--- src/inc/ocd_pkg.sv ---
// shared constants and types of the octal low-side driver control block
package ocd_pkg;

	// clock and protection timing
	localparam int CLK_PERIOD_NS = 4;
	localparam int DIAG_FILTER_TIME_NS = 15000;
	localparam int SCB_DELAY_NS = 200;
	// least times: round up to whole cycles
	localparam int DIAG_FILTER_CYC = (DIAG_FILTER_TIME_NS + CLK_PERIOD_NS - 1) / CLK_PERIOD_NS;
	localparam int SCB_DELAY_CYC = (SCB_DELAY_NS + CLK_PERIOD_NS - 1) / CLK_PERIOD_NS;
	localparam int FLT_W = 12;
	localparam int NCH = 8;
	localparam int NPAR = 2;
	localparam int WORD_W = 8;

	// apb register map (byte addresses)
	localparam logic [11:0] REG_CMD_OFS = 12'h000;
	localparam logic [11:0] REG_STAT_OFS = 12'h004;
	localparam logic [11:0] REG_CTRL_OFS = 12'h008;
	// status register fields
	localparam int STAT_DRV_LSB = 0;
	localparam int STAT_OVL_LSB = 8;
	localparam int STAT_REG_LSB = 16;
	// control register fields
	localparam int CTRL_LINK_EN_BIT = 0;

	// reset values
	localparam logic [7:0] CMD_RST = 8'h00;
	localparam logic LINK_EN_RST = 1'b1;
	// sync order: clear_n, uv, select_low, sclk, sdi, direct_a, direct_b, sense
	localparam logic [24:0] SYNC_RST = 25'h14c_0000;

	// analog comparator results, one bit per channel; hot only for the regulated pair
	typedef struct packed {
		logic [7:0] above;
		logic [7:0] overcur;
		logic [1:0] hot;
	} ocd_sense_t;

	// pin inputs gathered for synchronisation
	typedef struct packed {
		logic clear_n;
		logic uv;
		logic sel_n;
		logic sclk;
		logic sdi;
		logic dir_a_n;
		logic dir_b_n;
		ocd_sense_t sense;
	} ocd_pins_t;

endpackage

--- src/hw/ocd_ctrl.sv ---
// control, serial link and protection logic of the octal low-side driver
//
// The address map and register access over APB are this design's own decisions.
`timescale 1ns/1ps

////////////////////////////////////////////////////////////////////////////////
module ocd_ctrl
	import ocd_pkg::*;
(
	input wire logic mclk,
	input wire logic resetn,
	input wire logic external_clear_low,
	input wire logic undervoltage,
	input wire logic select_low,
	input wire logic sclk,
	input wire logic sdi,
	input wire logic direct_on_in_a,
	input wire logic direct_on_in_b,
	input wire ocd_sense_t sense,
	output logic sdo,
	output logic sdo_oe,
	output logic [NCH-1:0] ch_on,
	output logic [NPAR-1:0] cur_reg,
	input wire logic psel,
	input wire logic penable,
	input wire logic pwrite,
	input wire logic [11:0] paddr,
	input wire logic [31:0] pwdata,
	output logic [31:0] prdata,
	output logic pready,
	output logic pslverr
);

	////////////////////////////////////////////////////////////////////////////////
	// functions

	// filter length per channel: long diag filter for the regulated pair
	function automatic logic [FLT_W-1:0] flt_limit(input int ch);
		if (ch < NPAR) begin
			return FLT_W'(DIAG_FILTER_CYC);
		end
		return FLT_W'(SCB_DELAY_CYC);
	endfunction

	// register decode for the error path; read and write paths compare paddr themselves
	function automatic logic addr_hit(input logic [11:0] a);
		return (a == REG_CMD_OFS) || (a == REG_STAT_OFS) || (a == REG_CTRL_OFS);
	endfunction

	////////////////////////////////////////////////////////////////////////////////
	// declarations

	ocd_pins_t pins_in;
	ocd_pins_t sync1_ff;
	ocd_pins_t sync2_ff;
	ocd_pins_t sync3_ff;
	logic clr;
	logic link_en_ff;
	logic sel_fall;
	logic sel_rise;
	logic sclk_fall;
	logic sclk_rise;
	logic link_active;
	logic xfer;
	logic [WORD_W-1:0] shift_ff;
	logic [2:0] edge_cnt_ff;
	logic full_ff;
	logic [NCH-1:0] cmd_ff;
	logic [NCH-1:0] flt_lat_ff;
	logic [NCH-1:0] ovl_ff;
	logic [NCH-1:0] blk_ff;
	logic [FLT_W-1:0] flt_cnt_ff [NCH];
	logic [NCH-1:0] par_on;
	logic [NCH-1:0] par_mode;
	logic [NCH-1:0] req;
	logic [NCH-1:0] status_vec;
	logic [NCH-1:0] trip;
	logic [NCH-1:0] nxt_blk;
	logic [NCH-1:0] nxt_ovl;
	logic [NPAR-1:0] nxt_reg;
	logic [NCH-1:0] cond;
	logic acc;

	////////////////////////////////////////////////////////////////////////////////
	// pin synchronisers

	assign pins_in = '{clear_n: external_clear_low, uv: undervoltage, sel_n: select_low, sclk: sclk, sdi: sdi,
		dir_a_n: direct_on_in_a, dir_b_n: direct_on_in_b, sense: sense};

	// third stage only feeds edge detection; inactive levels keep channels off
	always_ff @(posedge mclk or negedge resetn) begin
		if (!resetn) begin
			sync1_ff <= SYNC_RST;
			sync2_ff <= SYNC_RST;
			sync3_ff <= SYNC_RST;
		end else begin
			sync1_ff <= pins_in;
			sync2_ff <= sync1_ff;
			sync3_ff <= sync2_ff;
		end
	end

	// synchronous clear from pin or undervoltage, delayed by the sync delay
	assign clr = !sync2_ff.clear_n || sync2_ff.uv;

	////////////////////////////////////////////////////////////////////////////////
	// serial link edge detection

	assign sel_fall = link_en_ff && sync3_ff.sel_n && !sync2_ff.sel_n;
	assign sel_rise = link_en_ff && !sync3_ff.sel_n && sync2_ff.sel_n;
	assign link_active = link_en_ff && !sync2_ff.sel_n && !sync3_ff.sel_n;
	// select moves only with clock low, so select and clock edges never coincide
	assign sclk_fall = link_active && sync3_ff.sclk && !sync2_ff.sclk;
	assign sclk_rise = link_active && !sync3_ff.sclk && sync2_ff.sclk;
	assign xfer = sel_rise && full_ff && (edge_cnt_ff == 3'd0);

	////////////////////////////////////////////////////////////////////////////////
	// channel request and status mapping

	always_comb begin
		par_on = '0;
		par_on[NPAR-1:0] = {!sync2_ff.dir_b_n, !sync2_ff.dir_a_n};
		req = cmd_ff | par_on;
		par_mode = par_on & ~cmd_ff;
		status_vec = flt_lat_ff;
		for (int n = 0; n < NPAR; n++) begin
			if (par_mode[n]) begin
				status_vec[n] = flt_lat_ff[n] ^ ch_on[n];
			end
		end
	end

	////////////////////////////////////////////////////////////////////////////////
	// shift register, edge counter and command latch

	always_ff @(posedge mclk or negedge resetn) begin
		if (!resetn) begin
			shift_ff <= '0;
			edge_cnt_ff <= 3'd0;
			full_ff <= 1'b0;
			cmd_ff <= CMD_RST;
		end else if (clr) begin
			shift_ff <= '0;
			edge_cnt_ff <= 3'd0;
			full_ff <= 1'b0;
			cmd_ff <= CMD_RST;
		end else if (sel_fall) begin
			shift_ff <= status_vec;
			edge_cnt_ff <= 3'd0;
			full_ff <= 1'b0;
		end else if (xfer) begin
			cmd_ff <= shift_ff;
		end else if (sclk_fall) begin
			shift_ff <= {shift_ff[WORD_W-2:0], sync2_ff.sdi};
			edge_cnt_ff <= edge_cnt_ff + 3'd1;
			if (edge_cnt_ff == 3'd7) begin
				full_ff <= 1'b1;
			end
		end
	end

	// serial output: first bit at select fall, next bit on each rising clock
	always_ff @(posedge mclk or negedge resetn) begin
		if (!resetn) begin
			sdo <= 1'b0;
			sdo_oe <= 1'b0;
		end else if (clr || sel_rise || !link_en_ff) begin
			sdo <= 1'b0;
			sdo_oe <= 1'b0;
		end else if (sel_fall) begin
			sdo <= status_vec[NCH-1];
			sdo_oe <= 1'b1;
		end else if (sclk_rise) begin
			sdo <= shift_ff[WORD_W-1];
		end
	end

	////////////////////////////////////////////////////////////////////////////////
	// fault latches: cleared at select fall, capture resumes in the same cycle

	always_ff @(posedge mclk or negedge resetn) begin
		if (!resetn) begin
			flt_lat_ff <= '0;
		end else if (clr) begin
			flt_lat_ff <= '0;
		end else if (sel_fall) begin
			flt_lat_ff <= sync2_ff.sense.above;
		end else begin
			flt_lat_ff <= flt_lat_ff | sync2_ff.sense.above;
		end
	end

	////////////////////////////////////////////////////////////////////////////////
	// protection filters and trip decisions

	always_comb begin
		for (int n = 0; n < NCH; n++) begin
			cond[n] = ch_on[n] && (sync2_ff.sense.overcur[n] || (sync2_ff.sense.above[n] && !par_mode[n]));
			trip[n] = cond[n] && (flt_cnt_ff[n] == flt_limit(n));
		end
		nxt_reg = '0;
		nxt_ovl = '0;
		// regulation holds while the overcurrent lasts; serial short to battery offs
		for (int n = 0; n < NPAR; n++) begin
			nxt_reg[n] = ch_on[n] && sync2_ff.sense.overcur[n] && (trip[n] || cur_reg[n]);
			nxt_ovl[n] = (trip[n] && sync2_ff.sense.above[n] && !par_mode[n])
				|| (ch_on[n] && sync2_ff.sense.hot[n]);
		end
		for (int n = NPAR; n < NCH; n++) begin
			nxt_ovl[n] = trip[n];
		end
		// a new trip wins over a clear in the same cycle
		nxt_blk = (xfer ? '0 : blk_ff) | nxt_ovl;
	end

	// saturating filter counters, restarted whenever the condition drops
	always_ff @(posedge mclk or negedge resetn) begin
		if (!resetn) begin
			for (int n = 0; n < NCH; n++) begin
				flt_cnt_ff[n] <= '0;
			end
		end else begin
			for (int n = 0; n < NCH; n++) begin
				if (clr || !cond[n]) begin
					flt_cnt_ff[n] <= '0;
				end else if (flt_cnt_ff[n] != flt_limit(n)) begin
					flt_cnt_ff[n] <= flt_cnt_ff[n] + FLT_W'(1);
				end
			end
		end
	end

	// overload status and switch-off block
	always_ff @(posedge mclk or negedge resetn) begin
		if (!resetn) begin
			ovl_ff <= '0;
			blk_ff <= '0;
		end else if (clr) begin
			ovl_ff <= '0;
			blk_ff <= '0;
		end else begin
			ovl_ff <= (sel_fall ? '0 : ovl_ff) | nxt_ovl;
			blk_ff <= nxt_blk;
		end
	end

	// channel drive; an overload cuts the drive in the cycle it is seen
	always_ff @(posedge mclk or negedge resetn) begin
		if (!resetn) begin
			ch_on <= '0;
			cur_reg <= '0;
		end else if (clr) begin
			ch_on <= '0;
			cur_reg <= '0;
		end else begin
			ch_on <= req & ~nxt_blk;
			cur_reg <= nxt_reg & ~nxt_blk[NPAR-1:0];
		end
	end

	////////////////////////////////////////////////////////////////////////////////
	// apb slave: no wait state, answer in the cycle after setup

	assign acc = psel && penable && pready;

	always_ff @(posedge mclk or negedge resetn) begin
		if (!resetn) begin
			pready <= 1'b0;
			pslverr <= 1'b0;
			prdata <= '0;
		end else if (psel && !penable && !pready) begin
			pready <= 1'b1;
			pslverr <= !addr_hit(paddr);
			prdata <= '0;
			if (!pwrite) begin
				case (paddr)
					REG_CMD_OFS: begin
						prdata <= {24'h00_0000, cmd_ff};
					end
					REG_STAT_OFS: begin
						prdata[STAT_DRV_LSB +: NCH] <= ch_on;
						prdata[STAT_OVL_LSB +: NCH] <= ovl_ff;
						prdata[STAT_REG_LSB +: NPAR] <= cur_reg;
					end
					REG_CTRL_OFS: begin
						prdata[CTRL_LINK_EN_BIT] <= link_en_ff;
					end
					default: begin
						prdata <= '0;
					end
				endcase
			end
		end else begin
			pready <= 1'b0;
			pslverr <= 1'b0;
		end
	end

	// control register; the link enable gates the whole serial path
	always_ff @(posedge mclk or negedge resetn) begin
		if (!resetn) begin
			link_en_ff <= LINK_EN_RST;
		end else if (clr) begin
			link_en_ff <= LINK_EN_RST;
		end else if (acc && pwrite && (paddr == REG_CTRL_OFS)) begin
			link_en_ff <= pwdata[CTRL_LINK_EN_BIT];
		end
	end

endmodule

--- config.mk ---
export PLATFORM = sky130hd
export DESIGN_NAME = ocd_ctrl
export DESIGN_NICKNAME = d
export VERILOG_FILES = /design/src/inc/ocd_pkg.sv /design/src/hw/ocd_ctrl.sv
export SDC_FILE = /design/constraint.sdc
export NUM_CORES = 1
export LEC_CHECK = 0
export BUFFER_PORTS_ARGS = -buffer_cell sky130_fd_sc_hd__buf_2
export CAP_MARGIN = 25
export CORE_MARGIN = 4
export CORE_UTILIZATION = 52
export CTS_CLUSTER_SIZE = 10
export DETAILED_ROUTE_END_ITERATION = 8
export GPL_ROUTABILITY_DRIVEN = 0
export GPL_TIMING_DRIVEN = 0
export PLACE_DENSITY_LB_ADDON = 0.2
export SYNTH_ARGS = -nofsm -noshare
export SYNTH_HDL_FRONTEND = slang
export SYNTH_SLANG_ARGS = --single-unit
export TNS_END_PERCENT = 10
--- constraint.sdc ---
create_clock -name mclk -period 1.6 [get_ports mclk]
set_input_delay 0 -clock mclk [delete_from_list [all_inputs] [get_ports mclk]]
set_output_delay 0 -clock mclk [all_outputs]
set_load 0.03 [all_outputs]
# Word-level counts from Yosys, hierarchy flattened
# Cells that the tools add are included.
# totals
regBits	239
in_bits	74
out_inout_bits	46
# op_classes
addsub	9
eq_ne	21
mux	60
n_bitwise	12
reduce_logical	123
# ops
operator	n
12-bit two-way mux	20
8-bit two-way mux	14
12-bit by 1-bit adder with 12-bit output (second input constant)	8
12-bit by 6-bit == test with 1-bit output (second input constant)	6
12-bit by 6-bit != test with 1-bit output (second input constant)	6
1-bit logical AND	52
17-bit case mux with 2 select lines	1
1-bit logical NOT	27
1-bit logical OR	25
12-bit == test (second input constant)	2
12-bit != test	2
8-bit OR	3
2-bit nonzero test	11
1-bit two-way mux	18
18-bit two-way mux	1
8-bit inverter	2
12-bit by 3-bit == test with 1-bit output (second input constant)	1
12-bit by 4-bit == test with 1-bit output (second input constant)	1
12-bit logical NOT	1
3-bit two-way mux	4
3-bit nonzero test	3
2-bit by 8-bit AND with 8-bit output	1
8-bit AND	1
8-bit by 2-bit OR with 8-bit output	1
other kinds (12)	14

# Logic depth before layout (Yosys ltp)
# Gate-level depths: netlist (run 1).
# logic_depth
depth_word	14
depth_mapped	8
depth_no_buf	6

# Worst setup path after synthesis (run 1)
# Ideal clock, no wire load.
# synth_timing
kind	register to register
startpoint	reg pready
endpoint	reg prdata[1]
setup_ps	83
t_arrival_ps	1699
slack_ps	-181
stages_incl_launch_ff	5
n_path_buf	0
synth_period_minus_slack_ps	1781
path_cell_list	dfrtp_1 -> or3b_1 -> or3_1 -> or2_0 -> o21ai_0
# synth_via
elab_chain_cells	2
# synth_rtl
element	line_no	text
from (decl)	ocd_ctrl.sv:30	output logic pready,
from (signal assigned)	ocd_ctrl.sv:268	pready <= 1'b0;
from (signal assigned)	ocd_ctrl.sv:272	pready <= 1'b1;
from (signal assigned)	ocd_ctrl.sv:294	pready <= 1'b0;
1-bit logical NOT	ocd_ctrl.sv:271	end else if (psel && !penable && !pready) begin
1-bit logical AND	ocd_ctrl.sv:271	
to (signal assigned)	ocd_ctrl.sv:278	prdata <= {24'h00_0000, cmd_ff};
to (signal, indexed assignment)	ocd_ctrl.sv:281	prdata[STAT_DRV_LSB +: NCH] <= ch_on;
to (signal, indexed assignment)	ocd_ctrl.sv:282	prdata[STAT_OVL_LSB +: NCH] <= ovl_ff;
to (decl)	ocd_ctrl.sv:29	output logic [31:0] prdata,
# Every way passes these cells.
# A chain may end at the register's enable or synchronous reset.

# Worst setup path after layout (run 1)
# layout_timing
startpoint	reg edge_cnt_ff[1]
endpoint	reg blk_ff[0]
# layout_via
elab_chain_cells	5
# layout_rtl
element	line_no	text
from (decl)	ocd_ctrl.sv:66	logic [2:0] edge_cnt_ff;
from (signal assigned)	ocd_ctrl.sv:155	edge_cnt_ff <= edge_cnt_ff + 3'd1;
3-bit logical NOT	ocd_ctrl.sv:115	assign xfer = sel_rise && full_ff && (edge_cnt_ff == 3'd0);
1-bit logical AND	ocd_ctrl.sv:115	
8-bit two-way mux	ocd_ctrl.sv:213	nxt_blk = (xfer ? '0 : blk_ff) | nxt_ovl;
8-bit OR	ocd_ctrl.sv:213	
8-bit two-way mux	ocd_ctrl.sv:238	end else if (clr) begin
to (signal assigned)	ocd_ctrl.sv:243	blk_ff <= nxt_blk;
to (decl)	ocd_ctrl.sv:71	logic [NCH-1:0] blk_ff;
# Every way passes these cells.

==> results of run 1 <==
[cells by family (layout without fill, tap and decap cells)]
kind of cell | after synthesis | count (layout) | synth area share, %
xor+xnor | 74 | 74 | 6.78
mux | 21 | 21 | 2.22
simple gates | 330 | 330 | 17.7
other cells | 1 | 14 | 0.0392
flops | 225 | 225 | 59.0
buf+inv | 70 | 237 | 3.32
compound gates | 118 | 118 | 8.39
fa+ha+maj | 20 | 20 | 2.59
[where the power goes]
group | switching, W | internal [W]
combinational | 0.000304 | 0.000187
sequential | 0.0000517 | 0.00579
clock | 0.00214 | 0.00314
[how the worst max path moves through the flow]
stage / startpoint / endpoint / slack [ns]
floorplan: edge_cnt_ff[0] / blk_ff[1] / -0.12
global placement: resetn / pready / -3.69
detailed placement: sync2_ff[23] / ovl_ff[0] / -0.63
CTS: edge_cnt_ff[1] / blk_ff[0] / -0.21
global route: edge_cnt_ff[1] / blk_ff[0] / -0.26
finish: edge_cnt_ff[1] / blk_ff[0] / -0.18
[final cells by class]
| type | count | share of cell area, % |
|---|---|---|
| multi-input cells | 577 | 32.9 |
| repair buffers | 123 | 7.39 |
| well taps | 229 | 2.44 |
| flip-flops and latches | 225 | 48.0 |
| plain buffers | 36 | 1.92 |
| clock buffers | 48 | 6.42 |
| inverters | 30 | 0.958 |
[cell usage after synthesis, types with 18 or more instances]
library cell    n
a21oi_1        28
a22o_1         18
and3_1         18
clkbuf_1       24
dfrtp_1       215
ha_1           19
inv_1          30
mux2i_1        19
nand2_1        37
nand3_1        25
nand4_1        26
nor2_1        122
nor3_1         22
o21ai_0        29
xnor2_1        43
xor2_1         31
[metal layers]
| metal | share of wire (%) | global-route usage, % | routed length (um) |
|---|---|---|---|
| met2 | 48 | 32.5 | 9480 |
| met3 | 3.7 | 2.83 | 735 |
| met1 | 45 | 27.0 | 8990 |
| met4 | 3.7 | 7.14 | 739 |
| met5 | 0 | 0 | 0 |
[through the flow]
step	hold slack (ns)	area (sq um)
2_1_floorplan	-0.296	9630
3_3_place_gp	0.105	10300
3_5_place_dp	0.103	10300
4_1_cts	0.0302	11600
5_1_grt	0.0600	11800
6_report	0.0378	11800
[worst max-delay path, stage by stage (launching register included)]
cell	delay (ns)
dfrtp_1	0.38
inv_1	0.06
ha_1	0.14
nand4b_1	0.09
or3_4	0.46
a221o_1	0.38
and2_4	0.16
[what timing repair did]
item	CTS	global route
resized for setup	45	43
pin swaps	23	14
hold endpoints to repair	128	0
setup endpoints to repair	163	113
hold buffers	30	0
setup buffers	13	6
==> impl_metrics.yaml, run 1 <==
final_layout:
  nNetsFinal: 1112
  multi_input_area_sq_um: 3870
  finalNonFillerCells: 1268
  fillCellCount: 1393
  antenna_cells: 0
  final_common_cell: "dfrtp_1"
  largest_register_ffs: 96
  final_cell_mix: "dfrtp_1, nor2_1, buf_2, xnor2_1, nand2_1"
  seqCellArea_sq_um: 5650
  fin_util_pct: 65.2
  area_growth_pct: 23.0
  layout-drive-gt1-share_pct: 20.5
  reg_top3: "flt_cnt_ff x96, sync1_ff x25, sync2_ff x25"
  regMostFlops: "flt_cnt_ff"
global_routing:
  grt_pass1_wl_um: 33000
  grtUsageTotal_pct: 19.7
  antenna_found_initial: 0
  grt_pass1_vias: 6765
  grt_max_degree: 126
  overflow: 0
detailed_routing:
  drtIter0Drc: 220
  drc: 0
  drtPass1Iterations: 5
  via_per_inst: 5.36
  avgRoutedWirePerCell_um: 15.7
  via_count: 6796
  drt-total-wl_um: 19900
  ant_nets: 0
logic_synthesis:
  syn_avg_cell_area_sq_um: 11.1
  synthDominantCellAreaShare_pct: 56.3
  ys_seq_elements: 225
  synth-edff-count: 0
  synth.area.top_cells: "dfrtp_1, nor2_1, xnor2_1, xor2_1, dfstp_2"
  yosysTopAreaCell: "dfrtp_1"
  synthFlopType: "dfrtp_1"
  yosysWarnings: 0
  async_flop_share_pct: 100
  syn-cell-area_sq_um: 9560
  synth.yosys.seq_area_share_pct: 59.0
  synth.distinct_cells: 56
  syn_inst: 859
sta:
  fmax_mhz: 562
  final.min_clock_period_ns: 1.78
  drv_slew: 0
  setup_viol: 44
  worst_pin_slew_ns: 0.832
  hold_viol: 0
  max_slew_margin_pct: 44.5
  finalCritPeriodShare_pct: 111
  rsz0062_at_grt: "yes"
  worst_slack_ns: -0.178
  finalClockSkew_ns: 0.00924
  setup_tns_ns: -2.85
clock_network:
  h-tree-depth: 1
  cts.sink_count: 225
  clockBufferDepth: 3
  clk_latency_ns: 0.51
  clk_pin_slew_ns: 0.06
  cts_tree: "built"
  clock_tree.root_cell: "clkbuf_16"
  cts_made_buffers: 26
floorplan:
  rows: 49
  die-area_sq_um: 20600
  core_sq_um: 18000
  die_w_um: 144
  start_util_pct: 53.1
  pin_count: 120
  die_h_um: 144
setup_path:
  timing.rr.end: "blk_ff[0]"
  cp-start-kind: "register"
  r2r-start: "edge_cnt_ff[1]"
  rr_worst_depth: 6
  endpoint_kind: "register"
  reg2reg_slack_ns: -0.18
  critical_path_class: "reg2reg"
  cp_max_fo: 7
  required_ns: 2.00
  critical_path_arrival_ns: 2.18
run_status:
  status: "finished with violations"
  violations: "negative setup slack"
placement:
  hpwl_um: 12800
  dp_cells: 1175
  portBuffers: 73
  place_ws_ns: -0.627
power_and_ir_drop:
  power.total_w: 0.0116
  p_leak_nw: 5.21
  cellPowerDensity_nw_per_um2: 987
  ir_drop_v: 0.000813
hold_path:
  hold_class: "in2reg"
  hold_path_end: "prdata[0]"
  min_from: "paddr[10]"
  min_path_cells: 5
job:
  drv_cap: 0
(Power assumes the default switching activity.)
==> run 2, diff against run 1 <==
CELL_PAD_IN_SITES_DETAIL_PLACEMENT = 1   (was unset)
CELL_PAD_IN_SITES_GLOBAL_PLACEMENT = 2   (was unset)
CORE_UTILIZATION = 34   (was 52)
==> impl_metrics.yaml, run 2 (synthesized netlist as in run 1, its figures left out) <==
final_layout:
  design_area_sq_um: 12100
  layout-drive-gt1-share_pct: 21.4
  nNetsFinal: 1114
  antenna_cells: 0
  final_common_cell: "dfrtp_1"
  largest_register_ffs: 96
  regMostFlops: "flt_cnt_ff"
  reg_top3: "flt_cnt_ff x96, sync1_ff x25, sync2_ff x25"
  final_cell_mix: "dfrtp_1, nor2_1, buf_2, xnor2_1, nand2_1"
  finalNonFillerCells: 1421
  area_growth_pct: 26.3
floorplan:
  die_w_um: 176
  die-area_sq_um: 30900
  start_util_pct: 34.4
  die_h_um: 176
  pin_count: 120
  rows: 61
  core_sq_um: 27800
placement:
  place_ws_ns: -0.750
  place_area_sq_um: 10500
  hpwl_um: 15200
  dp_cells: 1324
  portBuffers: 73
clock_network:
  h-tree-depth: 1
  cts.sink_count: 225
  clockBufferDepth: 3
  clock_tree.root_cell: "clkbuf_16"
  clk_pin_slew_ns: 0.05
  cts_tree: "built"
  cts_made_buffers: 28
  clk_latency_ns: 0.53
global_routing:
  grt_max_degree: 116
  grt_pass1_wl_um: 39200
  grtUsageTotal_pct: 15.5
  overflow: 0
  antenna_found_initial: 0
  grt_pass1_vias: 7336
setup_path:
  endpoint_kind: "register"
  critical_path_arrival_ns: 2.18
  cp_max_fo: 7
  cp_cell_sequence: "inv_1, ha_2, nand4b_1, or3_4, a221o_1, and2_4"
  slowest_delay_ns: 0.40
  crit_path_top_delay_cell: "or3_4"
  critical_path_class: "reg2reg"
  cp-start-kind: "register"
  required_ns: 2.01
job:
  drv_cap: 0
run_status:
  status: "finished with violations"
  violations: "negative setup slack"
sta:
  drv_slew: 0
  fmax_mhz: 567
  worst_slack_ns: -0.164
  finalClockSkew_ns: 0.00928
  max_slew_margin_pct: 39.6
  finalCritPeriodShare_pct: 110
  rsz0062_at_grt: "yes"
  hold_viol: 0
  worst_pin_slew_ns: 0.906
  final.min_clock_period_ns: 1.76
  setup_tns_ns: -2.91
  setup_viol: 42
power_and_ir_drop:
  ir_drop_v: 0.000767
  cellPowerDensity_nw_per_um2: 1020
  power.total_w: 0.0123
  p_leak_nw: 5.28
detailed_routing:
  avgRoutedWirePerCell_um: 16.5
  drc: 0
  ant_nets: 0
  via_count: 6864
  via_per_inst: 4.83
  drtIter0Drc: 305
  drt-total-wl_um: 23500
  drtPass1Iterations: 4
hold_path:
  hold_class: "in2reg"
-- run 2: worst max-delay path, delay by kind of cell, from the launching register on --
kind                     cells  cell delay (ns)
buffers and inverters        1             0.06
AO/OA/AOI/OAI                1             0.38
AND/OR/NAND/NOR              3             0.65
adder cells (fa/ha/maj)      1             0.17
flip-flops                   1             0.38
-- run 2: power breakdown --
| part | total [W] | internal (W) | switching (W) |
|---|---|---|---|
| Combinational | 0.000512 | 0.000192 | 0.000321 |
| Sequential | 0.00585 | 0.00579 | 0.0000516 |
| Clock | 0.00593 | 0.00361 | 0.00232 |
| Total | 0.0123 | 0.00960 | 0.00269 |
-- run 2: what timing repair did --
action / CTS / global route
buffers inserted: 16 / 2
resized for setup: 50 / 42
pin swaps: 28 / 14
endpoints found under the hold margin: 128 / 0
endpoints found under the setup margin: 167 / 140
hold buffers: 30 / 0
-- run 2: area by class of cell --
cell class / count / area (sq um)
Clock buffer: 50 / 865
Multi-Input combinational cell: 577 / 3870
Inverter: 30 / 113
Sequential cell: 225 / 5650
Tap cell: 378 / 473
Buffer: 37 / 254
Fill cell: 3081 / 15700
Clock inverter: 2 / 12.5
Timing Repair Buffer: 122 / 850
-- run 2: worst paths after layout --
kind                                      from             end  slack [ns]  cells after the start
worst max-delay path            edge_cnt_ff[1]       blk_ff[0]       -0.16                      6
worst min-delay path                  paddr[0]      link_en_ff        0.05                      5
worst max register to register  edge_cnt_ff[1]       blk_ff[0]       -0.16                      6
worst min register to register     sync1_ff[3]     sync2_ff[3]        0.34                      0
min in group asynchronous               resetn   flt_cnt_ff[7]        0.12                      2
max in group asynchronous               resetn  flt_cnt_ff[12]        0.34                      3
-- run 2: per-stage QoR --
step	hold slack [ns]	utilization, %
6_report	0.0512	43.5
5_1_grt	0.0658	43.5
4_1_cts	0.0366	43.0
3_5_place_dp	0.107	37.8
3_3_place_gp	0.106	37.7
2_1_floorplan	-0.296	-
-- run 2: metal layers --
layer	vias to the layer above	wire length (um)	GRT usage, %	part of all wire [%]
met5	-	0	0	0
met3	27	807	2.54	3.4
met4	0	391	3.35	1.7
met1	3458	10900	21.2	46
met2	86	11400	26.0	48
li1	3293	-	-	-
